$ cat config.mk
export PLATFORM = sky130hd
export DESIGN_NAME = gpc_pcs_ctrl
export DESIGN_NICKNAME = d
export VERILOG_FILES = /design/src/gpc_pkg.sv /design/src/gpc_pcs_ctrl.sv
export VERILOG_INCLUDE_DIRS = /design/src
export SDC_FILE = /design/constraint.sdc
export NUM_CORES = 1
export LEC_CHECK = 0
export BUFFER_PORTS_ARGS = -buffer_cell sky130_fd_sc_hd__buf_2
export CAP_MARGIN = 20
export CELL_PAD_IN_SITES_DETAIL_PLACEMENT = 2
export CELL_PAD_IN_SITES_GLOBAL_PLACEMENT = 2
export CORE_AREA = 4 4 195 197
export CTS_BUF_LIST = sky130_fd_sc_hd__clkbuf_8
export DETAILED_ROUTE_END_ITERATION = 10
export DIE_AREA = 0 0 199 201
export GPL_ROUTABILITY_DRIVEN = 0
export GPL_TIMING_DRIVEN = 0
export PLACE_DENSITY_LB_ADDON = 0.12
export SLEW_MARGIN = 20
export SYNTH_ARGS = -nofsm -noshare
export SYNTH_HDL_FRONTEND = slang
export SYNTH_SLANG_ARGS = --single-unit
$ cat constraint.sdc
create_clock -name clk_i -period 2.7 [get_ports clk_i]
set_input_delay 0.135 -clock clk_i [delete_from_list [all_inputs] [get_ports clk_i]]
set_output_delay 0.135 -clock clk_i [all_outputs]
set_load 0.005 [all_outputs]
$ cat src/gpc_defs.svh
// gpc_defs.svh: register offsets, field positions, reset values and timing of the 1G PCS control block
// assumes a 32-bit classic wishbone slave with byte addresses and a 20 MHz clock
`ifndef GPC_DEFS_SVH
`define GPC_DEFS_SVH
`define GPC_CLK_KHZ 20000
`define GPC_LT_SGMII_US 1600
`define GPC_LT_SERDES_US 10000
`define GPC_QUIET_CYC 400
`define GPC_REFRESH_CYC 40
`define GPC_REG_CFG 8'h00
`define GPC_REG_SD 8'h04
`define GPC_REG_AN_CFG 8'h08
`define GPC_REG_NP_CFG 8'h0c
`define GPC_REG_AN_STAT 8'h10
`define GPC_REG_NP_STAT 8'h14
`define GPC_REG_LINK 8'h18
`define GPC_REG_DOWN_CNT 8'h1c
`define GPC_REG_STICKY 8'h20
`define GPC_REG_TP_CFG 8'h24
`define GPC_REG_TP_STAT 8'h28
`define GPC_REG_LPI_CFG 8'h2c
`define GPC_REG_LPI_STAT 8'h30
`define GPC_REG_WAKE_CNT 8'h34
`define GPC_CFG_MASK 32'h0000000f
`define GPC_SD_MASK 32'h00000007
`define GPC_AN_MASK 32'hffff0001
`define GPC_NP_MASK 32'hffff0000
`define GPC_TP_MASK 32'h00000007
`define GPC_LPI_MASK 32'h00000001
`define GPC_CFG_RST 32'h00000000
`define GPC_SD_RST 32'h00000002
`define GPC_AN_RST 32'h00000000
`define GPC_B_ENA 0
`define GPC_B_SGMII 1
`define GPC_B_ONE_WAY 2
`define GPC_B_LOOP 3
`define GPC_B_DETECT_ENABLE 0
`define GPC_B_DETECT_POLARITY 1
`define GPC_B_DETECT_SOURCE_SELECT 2
`define GPC_B_RESTART 1
`define GPC_B_LOADED 0
`define GPC_B_PAGE_FLAG 1
`define GPC_B_PAGE_LINK 15
`define GPC_B_NEXT_PAGE 15
`define GPC_B_RX_FLAG 4
`define GPC_B_TX_FLAG 5
`define GPC_PAT_HIGH 10'h2aa
`define GPC_PAT_LOW 10'h3e0
`define GPC_PAT_COMMA_N 10'h0fa
`define GPC_PAT_COMMA_P 10'h305
`define GPC_LFSR_SEED 10'h3ff
`define GPC_FRAME_LONG 10'h3ff
`define GPC_FRAME_SHORT 10'h03f
`endif

$ cat src/gpc_pkg.sv
// gpc_pkg.sv: types of the 1G PCS control block
// assumes nothing beyond a SystemVerilog compiler
package gpc_pkg;
  typedef enum logic [2:0] {tk_idle, tk_data, tk_cfg, tk_lpi, tk_pattern} gpc_tx_kind_t;
  typedef enum logic [2:0] {st_neg_off, st_neg_off_link_ok, st_restart, st_ability, st_np_wait,
    st_np_xchg, st_idle_detect, st_link_ok} gpc_an_t;
  typedef struct packed {
    gpc_tx_kind_t kind;
    logic [15:0] word;
  } gpc_tx_t;
endpackage

$ cat src/gpc_pcs_ctrl.sv
// gpc_pcs_ctrl.sv: control and status of a 1G PCS with negotiation, surveillance, test patterns, EEE
// assumes the code-group datapath around it reports sync, config words and idle symbols on clk_i
//
// Our own choices: the Wishbone interface to the registers and the address map.
`timescale 1ns/1ps
`default_nettype none
`include "gpc_defs.svh"
module gpc_pcs_ctrl import gpc_pkg::*; #(
  parameter int unsigned P_LT_SGMII_CYC = `GPC_LT_SGMII_US * `GPC_CLK_KHZ / 1000,
  parameter int unsigned P_LT_SERDES_CYC = `GPC_LT_SERDES_US * `GPC_CLK_KHZ / 1000,
  parameter int unsigned P_QUIET_CYC = `GPC_QUIET_CYC,
  parameter int unsigned P_REFRESH_CYC = `GPC_REFRESH_CYC,
  parameter int P_CNT_W = 16
) (
  // clock and reset
  input wire logic clk_i,
  input wire logic rst_i,
  // wishbone slave
  input wire logic wb_cyc_i,
  input wire logic wb_stb_i,
  input wire logic wb_we_i,
  input wire logic [7:0] wb_adr_i,
  input wire logic [3:0] wb_sel_i,
  input wire logic [31:0] wb_dat_i,
  output logic wb_ack_o,
  output logic [31:0] wb_dat_o,
  // receive side reports
  input wire logic rx_sync_i,
  input wire logic rx_cfg_valid_i,
  input wire logic [15:0] rx_cfg_word_i,
  input wire logic rx_lpi_i,
  input wire logic rx_code_valid_i,
  input wire logic [9:0] rx_code_i,
  // signal detect sources and queue system
  input wire logic sd_pma_i,
  input wire logic sd_pmd_i,
  input wire logic mac_tx_lpi_i,
  // datapath control
  output gpc_tx_t tx_o,
  output logic tx_data_enable_o,
  output logic tx_serdes_stop_o,
  output logic loop_o,
  output logic rx_restart_o,
  output logic rx_frame_enable_o,
  output logic link_o
);
  logic [31:0] cfg, sd, an, np, tp, lpi, be_m, rdata;
  logic [15:0] partner_base_word, partner_next_page_word;
  logic [P_CNT_W-1:0] link_lost_counter, wake_error_counter;
  logic [31:0] lt_cnt, dn_cnt, lt_lim, q_cnt;
  logic [9:0] lfsr, frm_cnt, next_pat;
  logic [7:0] tp_err;
  logic [1:0] tp_match;
  logic wr, rd, restart_p, loaded_p, en, sgmii, neg_en, sync_r, det_src, det_ok, det_q, sd_loss;
  logic page_flag, link_down_flag, link_down_p, lt_done, np_want, tp_lock, rx_ok_st;
  logic rx_idle_power_mode, rx_quiet, tx_idle_power_mode, tx_quiet, rx_flag, tx_flag, mix_ph;
  gpc_an_t an_st, next_an;
  gpc_tx_t next_tx;

  // bus decode and byte lanes
  assign wr = wb_cyc_i & wb_stb_i & wb_we_i & ~wb_ack_o;
  assign rd = wb_cyc_i & wb_stb_i & ~wb_we_i & ~wb_ack_o;
  for (genvar b = 0; b < 4; b++) begin : g_lane
    assign be_m[8*b +: 8] = {8{wb_sel_i[b]}};
  end
  assign restart_p = wr & (wb_adr_i == `GPC_REG_AN_CFG) & wb_sel_i[0] & wb_dat_i[`GPC_B_RESTART];
  assign loaded_p = wr & (wb_adr_i == `GPC_REG_NP_CFG) & wb_sel_i[0] & wb_dat_i[`GPC_B_LOADED];

  function automatic logic w1c(input logic [7:0] adr, input int bit_no);
    return wr && wb_adr_i == adr && be_m[bit_no] && wb_dat_i[bit_no];
  endfunction

  always_ff @(posedge clk_i) begin
    if (rst_i) begin
      cfg <= `GPC_CFG_RST;
      sd <= `GPC_SD_RST;
      an <= `GPC_AN_RST;
      np <= 32'h00000000;
      tp <= 32'h00000000;
      lpi <= 32'h00000000;
    end else if (wr) begin
      case (wb_adr_i)
        `GPC_REG_CFG: cfg <= ((cfg & ~be_m) | (wb_dat_i & be_m)) & `GPC_CFG_MASK;
        `GPC_REG_SD: sd <= ((sd & ~be_m) | (wb_dat_i & be_m)) & `GPC_SD_MASK;
        `GPC_REG_AN_CFG: an <= ((an & ~be_m) | (wb_dat_i & be_m)) & `GPC_AN_MASK;
        `GPC_REG_NP_CFG: np <= ((np & ~be_m) | (wb_dat_i & be_m)) & `GPC_NP_MASK;
        `GPC_REG_TP_CFG: tp <= ((tp & ~be_m) | (wb_dat_i & be_m)) & `GPC_TP_MASK;
        `GPC_REG_LPI_CFG: lpi <= ((lpi & ~be_m) | (wb_dat_i & be_m)) & `GPC_LPI_MASK;
        default: ;
      endcase
    end
  end

  // read mux
  always_comb begin
    rdata = 32'h00000000;
    case (wb_adr_i)
      `GPC_REG_CFG: rdata = cfg;
      `GPC_REG_SD: rdata = sd;
      `GPC_REG_AN_CFG: rdata = an;
      `GPC_REG_NP_CFG: rdata = np;
      `GPC_REG_AN_STAT: rdata = {partner_base_word, 13'h0000, an_st inside {st_idle_detect, st_link_ok},
        page_flag, an_st == st_link_ok};
      `GPC_REG_NP_STAT: rdata = {16'h0000, partner_next_page_word};
      `GPC_REG_LINK: rdata = {29'h00000000, det_ok, sync_r, link_o};
      `GPC_REG_DOWN_CNT: rdata = 32'(link_lost_counter);
      `GPC_REG_STICKY: rdata = {31'h00000000, link_down_flag};
      `GPC_REG_TP_CFG: rdata = tp;
      `GPC_REG_TP_STAT: rdata = {16'h0000, tp_err, 7'h00, tp_lock};
      `GPC_REG_LPI_CFG: rdata = lpi;
      `GPC_REG_LPI_STAT: rdata = {26'h0000000, tx_flag, rx_flag, tx_quiet, tx_idle_power_mode,
        rx_quiet, rx_idle_power_mode};
      `GPC_REG_WAKE_CNT: rdata = 32'(wake_error_counter);
      default: rdata = 32'h00000000;
    endcase
  end

  // one-cycle ack, unmapped reads return zero
  always_ff @(posedge clk_i) begin
    if (rst_i) begin
      wb_ack_o <= 1'b0;
      wb_dat_o <= 32'h00000000;
    end else begin
      wb_ack_o <= wr | rd;
      wb_dat_o <= rd ? rdata : 32'h00000000;
    end
  end

  assign en = cfg[`GPC_B_ENA];
  assign sgmii = cfg[`GPC_B_SGMII];
  assign neg_en = an[0];
  assign lt_lim = sgmii ? P_LT_SGMII_CYC : P_LT_SERDES_CYC;
  assign det_src = sd[`GPC_B_DETECT_SOURCE_SELECT] ? sd_pmd_i : sd_pma_i;
  assign det_ok = sd[`GPC_B_DETECT_POLARITY] ? det_src : ~det_src;
  assign sd_loss = sd[`GPC_B_DETECT_ENABLE] & ~det_ok;
  assign np_want = ~sgmii & an[16 + `GPC_B_NEXT_PAGE] & rx_cfg_word_i[`GPC_B_NEXT_PAGE];
  assign lt_done = lt_cnt == lt_lim - 32'd1;
  assign rx_ok_st = an_st inside {st_neg_off_link_ok, st_link_ok};

  // sync, detect and receive control
  always_ff @(posedge clk_i) begin
    if (rst_i) begin
      sync_r <= 1'b0;
      det_q <= 1'b0;
      rx_restart_o <= 1'b0;
      rx_frame_enable_o <= 1'b0;
      loop_o <= 1'b0;
      link_o <= 1'b0;
    end else begin
      sync_r <= en & rx_sync_i & ~sd_loss;
      det_q <= det_ok;
      rx_restart_o <= en & sd_loss;
      rx_frame_enable_o <= en & ~sd_loss & sync_r;
      loop_o <= en & cfg[`GPC_B_LOOP];
      link_o <= (sgmii & neg_en) ? partner_base_word[`GPC_B_PAGE_LINK] & sync_r : sync_r;
    end
  end

  // negotiation state machine
  always_comb begin
    next_an = an_st;
    if (!en || !neg_en) begin
      next_an = sync_r ? st_neg_off_link_ok : st_neg_off;
    end else if (restart_p || (!sync_r && an_st != st_restart)) begin
      next_an = st_restart;
    end else begin
      case (an_st)
        st_neg_off, st_neg_off_link_ok: next_an = st_restart;
        st_restart: if (sync_r) next_an = st_ability;
        st_ability: if (rx_cfg_valid_i) next_an = np_want ? st_np_wait : st_idle_detect;
        st_np_wait: if (loaded_p) next_an = st_np_xchg;
        st_np_xchg: if (rx_cfg_valid_i) next_an = np[16 + `GPC_B_NEXT_PAGE] ? st_np_wait : st_idle_detect;
        st_idle_detect: if (lt_done) next_an = st_link_ok;
        st_link_ok: next_an = st_link_ok;
        default: next_an = st_restart;
      endcase
    end
  end

  always_ff @(posedge clk_i) begin
    if (rst_i) begin
      an_st <= st_neg_off;
      lt_cnt <= 32'd0;
    end else begin
      an_st <= next_an;
      lt_cnt <= (an_st == st_idle_detect && next_an == st_idle_detect) ? lt_cnt + 32'd1 : 32'd0;
    end
  end

  // partner pages
  always_ff @(posedge clk_i) begin
    if (rst_i) begin
      partner_base_word <= 16'h0000;
      partner_next_page_word <= 16'h0000;
      page_flag <= 1'b0;
    end else begin
      if (an_st == st_ability && next_an != st_restart && rx_cfg_valid_i) partner_base_word <= rx_cfg_word_i;
      if (an_st == st_np_xchg && next_an != st_restart && rx_cfg_valid_i) partner_next_page_word <= rx_cfg_word_i;
      page_flag <= ((an_st inside {st_ability, st_np_xchg}) && next_an != st_restart && rx_cfg_valid_i) |
        (page_flag & ~w1c(`GPC_REG_AN_STAT, `GPC_B_PAGE_FLAG));
    end
  end

  // link-down surveillance
  assign link_down_p = en && !rx_ok_st && dn_cnt == lt_lim - 32'd1;
  always_ff @(posedge clk_i) begin
    if (rst_i) begin
      dn_cnt <= 32'd0;
      link_down_flag <= 1'b0;
      link_lost_counter <= '0;
    end else begin
      dn_cnt <= (en && !rx_ok_st && !link_down_p) ? dn_cnt + 32'd1 : 32'd0;
      link_down_flag <= link_down_p | (link_down_flag & ~w1c(`GPC_REG_STICKY, 0));
      if (link_down_p && link_lost_counter != '1) link_lost_counter <= link_lost_counter + 1'b1;
    end
  end

  // jitter patterns
  always_comb begin
    case (tp[2:0])
      3'h1: next_pat = `GPC_PAT_HIGH;
      3'h2: next_pat = `GPC_PAT_LOW;
      3'h3: next_pat = mix_ph ? `GPC_PAT_COMMA_P : `GPC_PAT_COMMA_N;
      3'h4: next_pat = (frm_cnt == `GPC_FRAME_LONG) ? `GPC_PAT_COMMA_N : lfsr;
      3'h5: next_pat = (frm_cnt[5:0] == `GPC_FRAME_SHORT) ? `GPC_PAT_COMMA_N : lfsr;
      default: next_pat = 10'h000;
    endcase
  end

  always_ff @(posedge clk_i) begin
    if (rst_i || tp[2:0] == 3'h0) begin
      lfsr <= `GPC_LFSR_SEED;
      frm_cnt <= 10'h000;
      mix_ph <= 1'b0;
      tp_match <= 2'h0;
      tp_lock <= 1'b0;
      tp_err <= 8'h00;
    end else begin
      lfsr <= {lfsr[8:0], lfsr[9] ^ lfsr[6]};
      frm_cnt <= frm_cnt + 10'h001;
      mix_ph <= ~mix_ph;
      if (rx_code_valid_i && rx_code_i == tx_o.word[9:0]) begin
        tp_match <= (tp_match == 2'h3) ? tp_match : tp_match + 2'h1;
        tp_lock <= tp_lock | (tp_match == 2'h3);
      end else if (rx_code_valid_i) begin
        tp_match <= 2'h0;
        tp_lock <= 1'b0;
        if (tp_lock && tp_err != 8'hff) tp_err <= tp_err + 8'h01;
      end
    end
  end

  // transmit selection
  always_comb begin
    next_tx = '{kind: tk_idle, word: 16'h0000};
    if (!en) begin
      next_tx.kind = tk_idle;
    end else if (tp[2:0] != 3'h0) begin
      next_tx = '{kind: tk_pattern, word: {6'h00, next_pat}};
    end else if (tx_idle_power_mode) begin
      next_tx.kind = tx_quiet ? tk_idle : tk_lpi;
    end else if (an_st inside {st_restart, st_ability, st_np_wait}) begin
      next_tx = '{kind: tk_cfg, word: an_st == st_restart ? 16'h0000 : an[31:16]};
    end else if (an_st == st_np_xchg) begin
      next_tx = '{kind: tk_cfg, word: np[31:16]};
    end else if (cfg[`GPC_B_ONE_WAY] || rx_ok_st) begin
      next_tx.kind = tk_data;
    end
  end

  always_ff @(posedge clk_i) begin
    if (rst_i) begin
      tx_o <= '{kind: tk_idle, word: 16'h0000};
      tx_data_enable_o <= 1'b0;
      tx_serdes_stop_o <= 1'b0;
    end else begin
      tx_o <= next_tx;
      tx_data_enable_o <= next_tx.kind == tk_data;
      tx_serdes_stop_o <= en & tx_idle_power_mode & tx_quiet;
    end
  end

  // low power idle tracking
  always_ff @(posedge clk_i) begin
    if (rst_i) begin
      tx_idle_power_mode <= 1'b0;
      tx_quiet <= 1'b0;
      q_cnt <= 32'd0;
      rx_idle_power_mode <= 1'b0;
      rx_quiet <= 1'b0;
      rx_flag <= 1'b0;
      tx_flag <= 1'b0;
      wake_error_counter <= '0;
    end else begin
      tx_idle_power_mode <= en & (lpi[0] | mac_tx_lpi_i);
      if (!tx_idle_power_mode) begin
        tx_quiet <= 1'b0;
        q_cnt <= 32'd0;
      end else if (q_cnt == (tx_quiet ? P_QUIET_CYC : P_REFRESH_CYC) - 32'd1) begin
        tx_quiet <= ~tx_quiet;
        q_cnt <= 32'd0;
      end else begin
        q_cnt <= q_cnt + 32'd1;
      end
      if (rx_lpi_i) rx_idle_power_mode <= 1'b1;
      else if (rx_sync_i && det_ok) rx_idle_power_mode <= 1'b0;
      rx_quiet <= (rx_idle_power_mode | rx_lpi_i) & ~det_ok;
      rx_flag <= rx_lpi_i | (rx_flag & ~w1c(`GPC_REG_LPI_STAT, `GPC_B_RX_FLAG));
      tx_flag <= (next_tx.kind == tk_lpi) | (tx_flag & ~w1c(`GPC_REG_LPI_STAT, `GPC_B_TX_FLAG));
      if (det_ok && !det_q && !sync_r && wake_error_counter != '1) wake_error_counter <= wake_error_counter + 1'b1;
    end
  end
endmodule
`default_nettype wire

**Yosys cells after proc, flatten, opt, wreduce, memory -nomap -nowiden**

Index checks and enable logic that the tools add are counted.

- Shift-type cells: 0
- Magnitude comparators: 0
- Multiplexer cells: 38
- Add/subtract/negate cells: 10
- Divide/modulo/power cells: 0
- Reduce and logical (&&, ||, !) cells: 64
- Multipliers: 0
- Eq/ne operators: 41
- Bitwise gates (word level): 71

Operator list:

| kind | count |
|---|---|
| 32-bit one-hot mux with 14 select lines | 1 |
| 32-bit by 1-bit adder with 32-bit output, second input constant | 3 |
| 32-bit AND | 3 |
| 32-bit == test | 3 |
| 32-bit OR | 2 |
| 10-bit one-hot mux with 5 select lines | 1 |
| 8-bit by 6-bit == test with 1-bit output, second input constant | 6 |
| 16-bit 2-to-1 mux | 3 |
| 19-bit 2-to-1 mux | 2 |
| 16-bit by 1-bit adder with 16-bit output, second input constant | 2 |
| 8-bit by 5-bit == test with 1-bit output, second input constant | 4 |
| 16-bit inequality test, second input constant | 2 |
| 32-bit NOT | 1 |
| 1-bit AND | 31 |
| 10-bit 2-to-1 mux | 3 |
| 3-bit 2-to-1 mux | 10 |
| 1-bit logical AND | 28 |
| 3-bit == test, second input constant | 7 |
| 3-bit one-hot mux with 7 select lines | 1 |
| 18-bit by 1-bit subtractor with 19-bit output, second input constant | 1 |
| 18-bit 2-to-1 mux | 1 |
| 1-bit NOT | 18 |
| 8-bit by 4-bit == test with 1-bit output, second input constant | 2 |
| 3-bit by 2-bit == test with 1-bit output, second input constant | 5 |
| other kinds (33) | 84 |

- Bits in writable memories: 0
- Register bits after elaboration: 307
- Output and inout port bits: 58
- Input bits: 82
- ROM bits: 0
- Memories kept: 0
- Latch bits: 0
- Word-level logic and storage cells: 265

**Depth between registers and ports, before layout**

- Word-level depth: 14
- Mapped depth: 9
- Depth with buffers taken out: 6

**Worst setup path after synthesis**

OpenSTA, ideal clock, no wires.

- Path kind: flip-flop to flip-flop
- Start: register dn_cnt[16]
- End: register link_lost_counter[10]
- Setup slack: 517 ps
- Path buffers: 0
- Arrival time: 2,063 ps
- Period minus slack after synthesis: 2,183 ps
- Required time: 2,579 ps
- Setup time: 121 ps
- Stages on the path, launching flop included: 6
- Cell sequence: dfxtp_1 -> or3b_4 -> a2111oi_4 -> o2111ai_1 -> nor4_1 -> mux2_2

- Cells in the longest elaborated chain, start to end: 3

Ends and longest elaborated chain:

| what | RTL line | source |
|---|---|---|
| from (decl) | gpc_pcs_ctrl.sv:50 | `logic [31:0] lt_cnt, dn_cnt, lt_lim, q_cnt;` |
| from (signal assigned) | gpc_pcs_ctrl.sv:212 | `dn_cnt <= (en && !rx_ok_st && !link_down_p) ? dn_cnt + 32'd1 : 32'd0;` |
| 32-bit == test | gpc_pcs_ctrl.sv:205 | `assign link_down_p = en && !rx_ok_st && dn_cnt == lt_lim - 32'd1;` |
| 1-bit logical AND | gpc_pcs_ctrl.sv:205 |  |
| 1-bit logical AND | gpc_pcs_ctrl.sv:214 | `if (link_down_p && link_lost_counter != '1) link_lost_counter <= link_lost_counter + 1'b1;` |
| to (signal assigned) | gpc_pcs_ctrl.sv:214 |  |
| to (decl) | gpc_pcs_ctrl.sv:49 | `logic [P_CNT_W-1:0] link_lost_counter, wake_error_counter;` |

No other way between the ends.
A chain may end at the register's enable or synchronous reset.

**Worst setup path in the final report**

- Start: register an_st[0]
- End: register partner_next_page_word[4]

- Cells in the longest elaborated chain, start to end: 8
- Elaborated cells on any way between the ends: 23
- Those cells by class: 9 x eq/ne; 8 x mux; 6 x reduce/logical

Ends and longest elaborated chain:

| what | RTL line | source |
|---|---|---|
| from (decl) | gpc_pcs_ctrl.sv:57 | `gpc_an_t an_st, next_an;` |
| from (signal assigned) | gpc_pcs_ctrl.sv:182 | `an_st <= st_neg_off;` |
| from (signal assigned) | gpc_pcs_ctrl.sv:185 | `an_st <= next_an;` |
| 3-bit by 1-bit == test with 1-bit output, or another cell as far along | gpc_pcs_ctrl.sv:167 | `case (an_st)` |
| 2-bit OR reduction / 1-bit logical AND (equally long branches) | gpc_pcs_ctrl.sv:167, gpc_pcs_ctrl.sv:164 |  |
| 3-bit one-hot mux with 7 select lines / 1-bit logical OR (equally long branches) | gpc_pcs_ctrl.sv:167, gpc_pcs_ctrl.sv:164 |  |
| 3-bit 2-to-1 mux | gpc_pcs_ctrl.sv:164 | `end else if (restart_p \|\| (!sync_r && an_st != st_restart)) begin` |
| 3-bit 2-to-1 mux | gpc_pcs_ctrl.sv:162 | `if (!en \|\| !neg_en) begin` |
| 3-bit by 2-bit inequality test with 1-bit output | gpc_pcs_ctrl.sv:198 | `if (an_st == st_np_xchg && next_an != st_restart && rx_cfg_valid_i) partner_next_page_word <= rx_cfg_word_i;` |
| 1-bit logical AND * (2 in series) | gpc_pcs_ctrl.sv:198 |  |
| to (signal assigned) | gpc_pcs_ctrl.sv:198 |  |
| to (decl) | gpc_pcs_ctrl.sv:48 | `logic [15:0] partner_base_word, partner_next_page_word;` |

Every way passes the cells marked *; elsewhere a longest branch is shown, timed or not.

==> reports/qor.csv <==
stage,metric,value,unit
synth,async_flop_share,0,%
die,ioPinCount,140,
die,start_util,37.59,%
synth,ys_warn_count,0,
layout,diodes,0,
die,die_h,201,um
global_route,grt_pass1_wl,80250,um
placement,detailed_place.area,0.01484,mm^2
die,die_width,199,um
sta,max_slew.worst_pin.slew,1.055,ns
critical_path,start_kind,register,
synth,netlist.top_cell.by_area,dfxtp_1,
detailed_routing,vias,12810,
sta,hold_slack,0.06479,ns
critical_path,crit_required,3.21,ns
global_route,grt.total_usage,25.36,%
hold_path,hold_class,primary input to register,
sta,finClkSkew,0.02186,ns
sta,rsz0062_at_grt,false,
pwr,swShare,23.68,%
placement,port_buffers,123,
sta,setup_violations,0,
clock_tree,cts_tree,built,
critical_path,crit_family,buffers and inverters,
layout,drive_gt1_share,15.31,%
synth,synth.top_cell.area_share,45.08,%
global_route,grt_max_degree,16,
sta,fmax,394.1,MHz
layout,nets,1849,
synth,syn-num-nets,1620,
critical_path,cp.arrival,3.05,ns
sta,slew_headroom,28.69,%
global_route,grt_overflow_total,0,
synth,yosysUniqueCellTypes,75,
outcome,outcome,"finished, final reports clean",
die,core_area,0.03626,mm^2
clock_tree,cts_buffers,55,
clock_tree,cts.sinks,307,
clock_tree,cts.clk_slew.worst_paths,0.07,ns
critical_path,worst_setup_path_end_kind,register,
synth,synthFlopType,dfxtp_1,
clock_tree,clockBufferDepth,3,
synth,synth_area_leaders,"dfxtp_1, nor2_1, mux2i_1",
detailed_routing,routed_via_density,5.641,
synth,synthCells,1530,
detailed_routing,drtIter0Drc,699,
sta,hold_viol,0,
synth,synthesis.area,0.01363,mm^2
pwr,power_density,583.1,mW/mm^2
global_route,grt_pass1_vias,13760,
pwr,p_leak,0.005965,uW
clock_tree,htreeDepth,2,
sta,finalSetupTns,0,ns
pwr,p_comb_share,3.0,%
synth,synth.avg_cell_area,8.910,um^2
sta,fin_ws,0.1623,ns
critical_path,cp_max_fo,10,
synth,synth_edf_count,0,
global_route,grt_antenna_before_repair,3,
critical_path,crit_type,register to register,
critical_path,crit_chain,"clkbuf_1, nand4_1, o21ai_2, buf_2, mux2i_1, nor2_1",
layout,postLayoutCoreUtil,45.86,%
critical_path,cp_slowest_cell,dfxtp_1,
pwr,power_switching,2297,uW
placement,pre_cts_slack,-0.3352,ns
layout,layout_common_cells,"dfxtp_1, nor2_1, buf_2, nand2_1, mux2i_1",
detailed_routing,post-route-drc-count,0,
sta,finalCritPeriodShare,93.99,%
synth,ys_ff_latch,307,
detailed_routing,ant_nets,0,
job,drv_cap,0,
die,num_rows,70,
layout,area_delta_synth_final,21.99,%
detailed_routing,wl,51910,um
layout,fillers,3968,
clock_tree,clock_latency,0.65,ns
detailed_routing,wl_per_cell,22.86,um
pwr,p_int,7400,uW
placement,hpwl,36960,um
critical_path,crit_buf_inv,2,
die,die-area,0.04000,mm^2
clock_tree,ctsRootBufferMaster,clkbuf_8,
pwr,ir_worst_vdd,361.3,uV
critical_path,rrSetupSlack,0.16,ns
pwr,power_frac_clock,50.1,%
layout,final_area,0.01663,mm^2
detailed_routing,dr.pass1.iters,5,
critical_path,critPathMaxStageDelay,0.65,ns
layout,layout_commonest_cell,dfxtp_1,
sta,period_needed,2.538,ns
synth,ys_seq_area_share,45.08,%
sta,slew_violations,0,
pwr,seqPwrFrac,46.9,%
[tightest hold or removal path, delay by kind of cell]
kind / cells / cell delay, ns
and+or+nand+nor: 1 / 0.22
AOI/OAI and AO/OA: 2 / 0.17
buffers and inverters: 1 / 0.10
[layer usage]
| layer | vias to the layer above | part of all wire [%] | global-route usage, % |
|---|---|---|---|
| met5 | - | 0.019 | 0 |
| met4 | 2 | 2.7 | 7.450 |
| met3 | 85 | 4.1 | 4.700 |
| met2 | 262 | 48 | 42.82 |
| met1 | 6458 | 45 | 33.01 |
| li1 | 6003 | - | - |
[timing repair]
| item | CTS | global route |
|---|---|---|
| hold buffers | 48 | 0 |
| setup buffers | 0 | 2 |
| pin swaps | 0 | 1 |
| endpoints found under the setup margin | 6 | 40 |
| endpoints found under the hold margin | 90 | 0 |
| gates resized for setup | 4 | 7 |
[path summary, 6_finish.rpt]
| kind | from | endpoint | cells after the start |
|---|---|---|---|
| worst max register to register | an_st[0] | partner_next_page_word[4] | 6 |
| worst min register to register | q_cnt[0] | q_cnt[0] | 1 |
| worst min-delay path | wb_we_i | wb_dat_o[1] | 4 |
| worst max-delay path | an_st[0] | partner_next_page_word[4] | 6 |
[cell usage after synthesis, types with 11 or more instances]
| library cell | n |
|---|---|
| a211oi_1 | 17 |
| a21oi_1 | 79 |
| a222oi_1 | 16 |
| a22oi_1 | 32 |
| and2_1 | 11 |
| and3_1 | 24 |
| and4_1 | 14 |
| buf_2 | 12 |
| clkbuf_1 | 62 |
| dfxtp_1 | 307 |
| inv_1 | 25 |
| mux2i_1 | 83 |
| nand2_1 | 114 |
| nand3_1 | 64 |
| nand4_1 | 52 |
| nor2_1 | 226 |
| nor3_1 | 23 |
| nor4_1 | 40 |
| o21ai_0 | 26 |
| o31ai_1 | 12 |
| or3_1 | 32 |
| or4_1 | 23 |
| xnor2_1 | 49 |
| xor2_1 | 58 |
[per-stage QoR]
step	std cells	power (uW)
floorplan	1530	4736
CTS	2270	9821
finish	2271	9697
global placement	2121	4870
global route	2271	10100
detailed placement	2121	4877
[power by group through the flow]
stage / clock (uW) / combinational [uW] / sequential [uW]
finish: 4860 / 292 / 4550
global route: 5240 / 311 / 4540
CTS: 4990 / 286 / 4550
detailed placement: 0 / 231 / 4650
global placement: 0 / 225 / 4640
floorplan: 0 / 94.1 / 4640
[kinds of logic (layout without fill, tap and decap cells)]
| family | count (synthesis) | count (layout) | synth area share (%) |
|---|---|---|---|
| mux | 89 | 89 | 6.590 |
| fa+ha+maj | 9 | 9 | 0.8077 |
| buf+inv | 108 | 381 | 3.469 |
| flops | 307 | 307 | 45.08 |
| simple gates | 675 | 675 | 25.22 |
| compound gates | 234 | 234 | 11.75 |
| xor+xnor | 108 | 108 | 7.077 |
[layout make-up]
class                      count  area (um^2)  share of cell area (%)
clock inverter                27        212.7                   1.279
inverter                      25        93.84                  0.5643
clock buffer                  74         1018                   6.124
buffer                        82        377.9                   2.272
tap                          468        585.6                   3.521
timing repair buffer         173         1111                   6.681
sequential                   307         6146                   36.96
multi-input combinational   1115         7084                   42.60
Power figures use the tool's default switching activity.
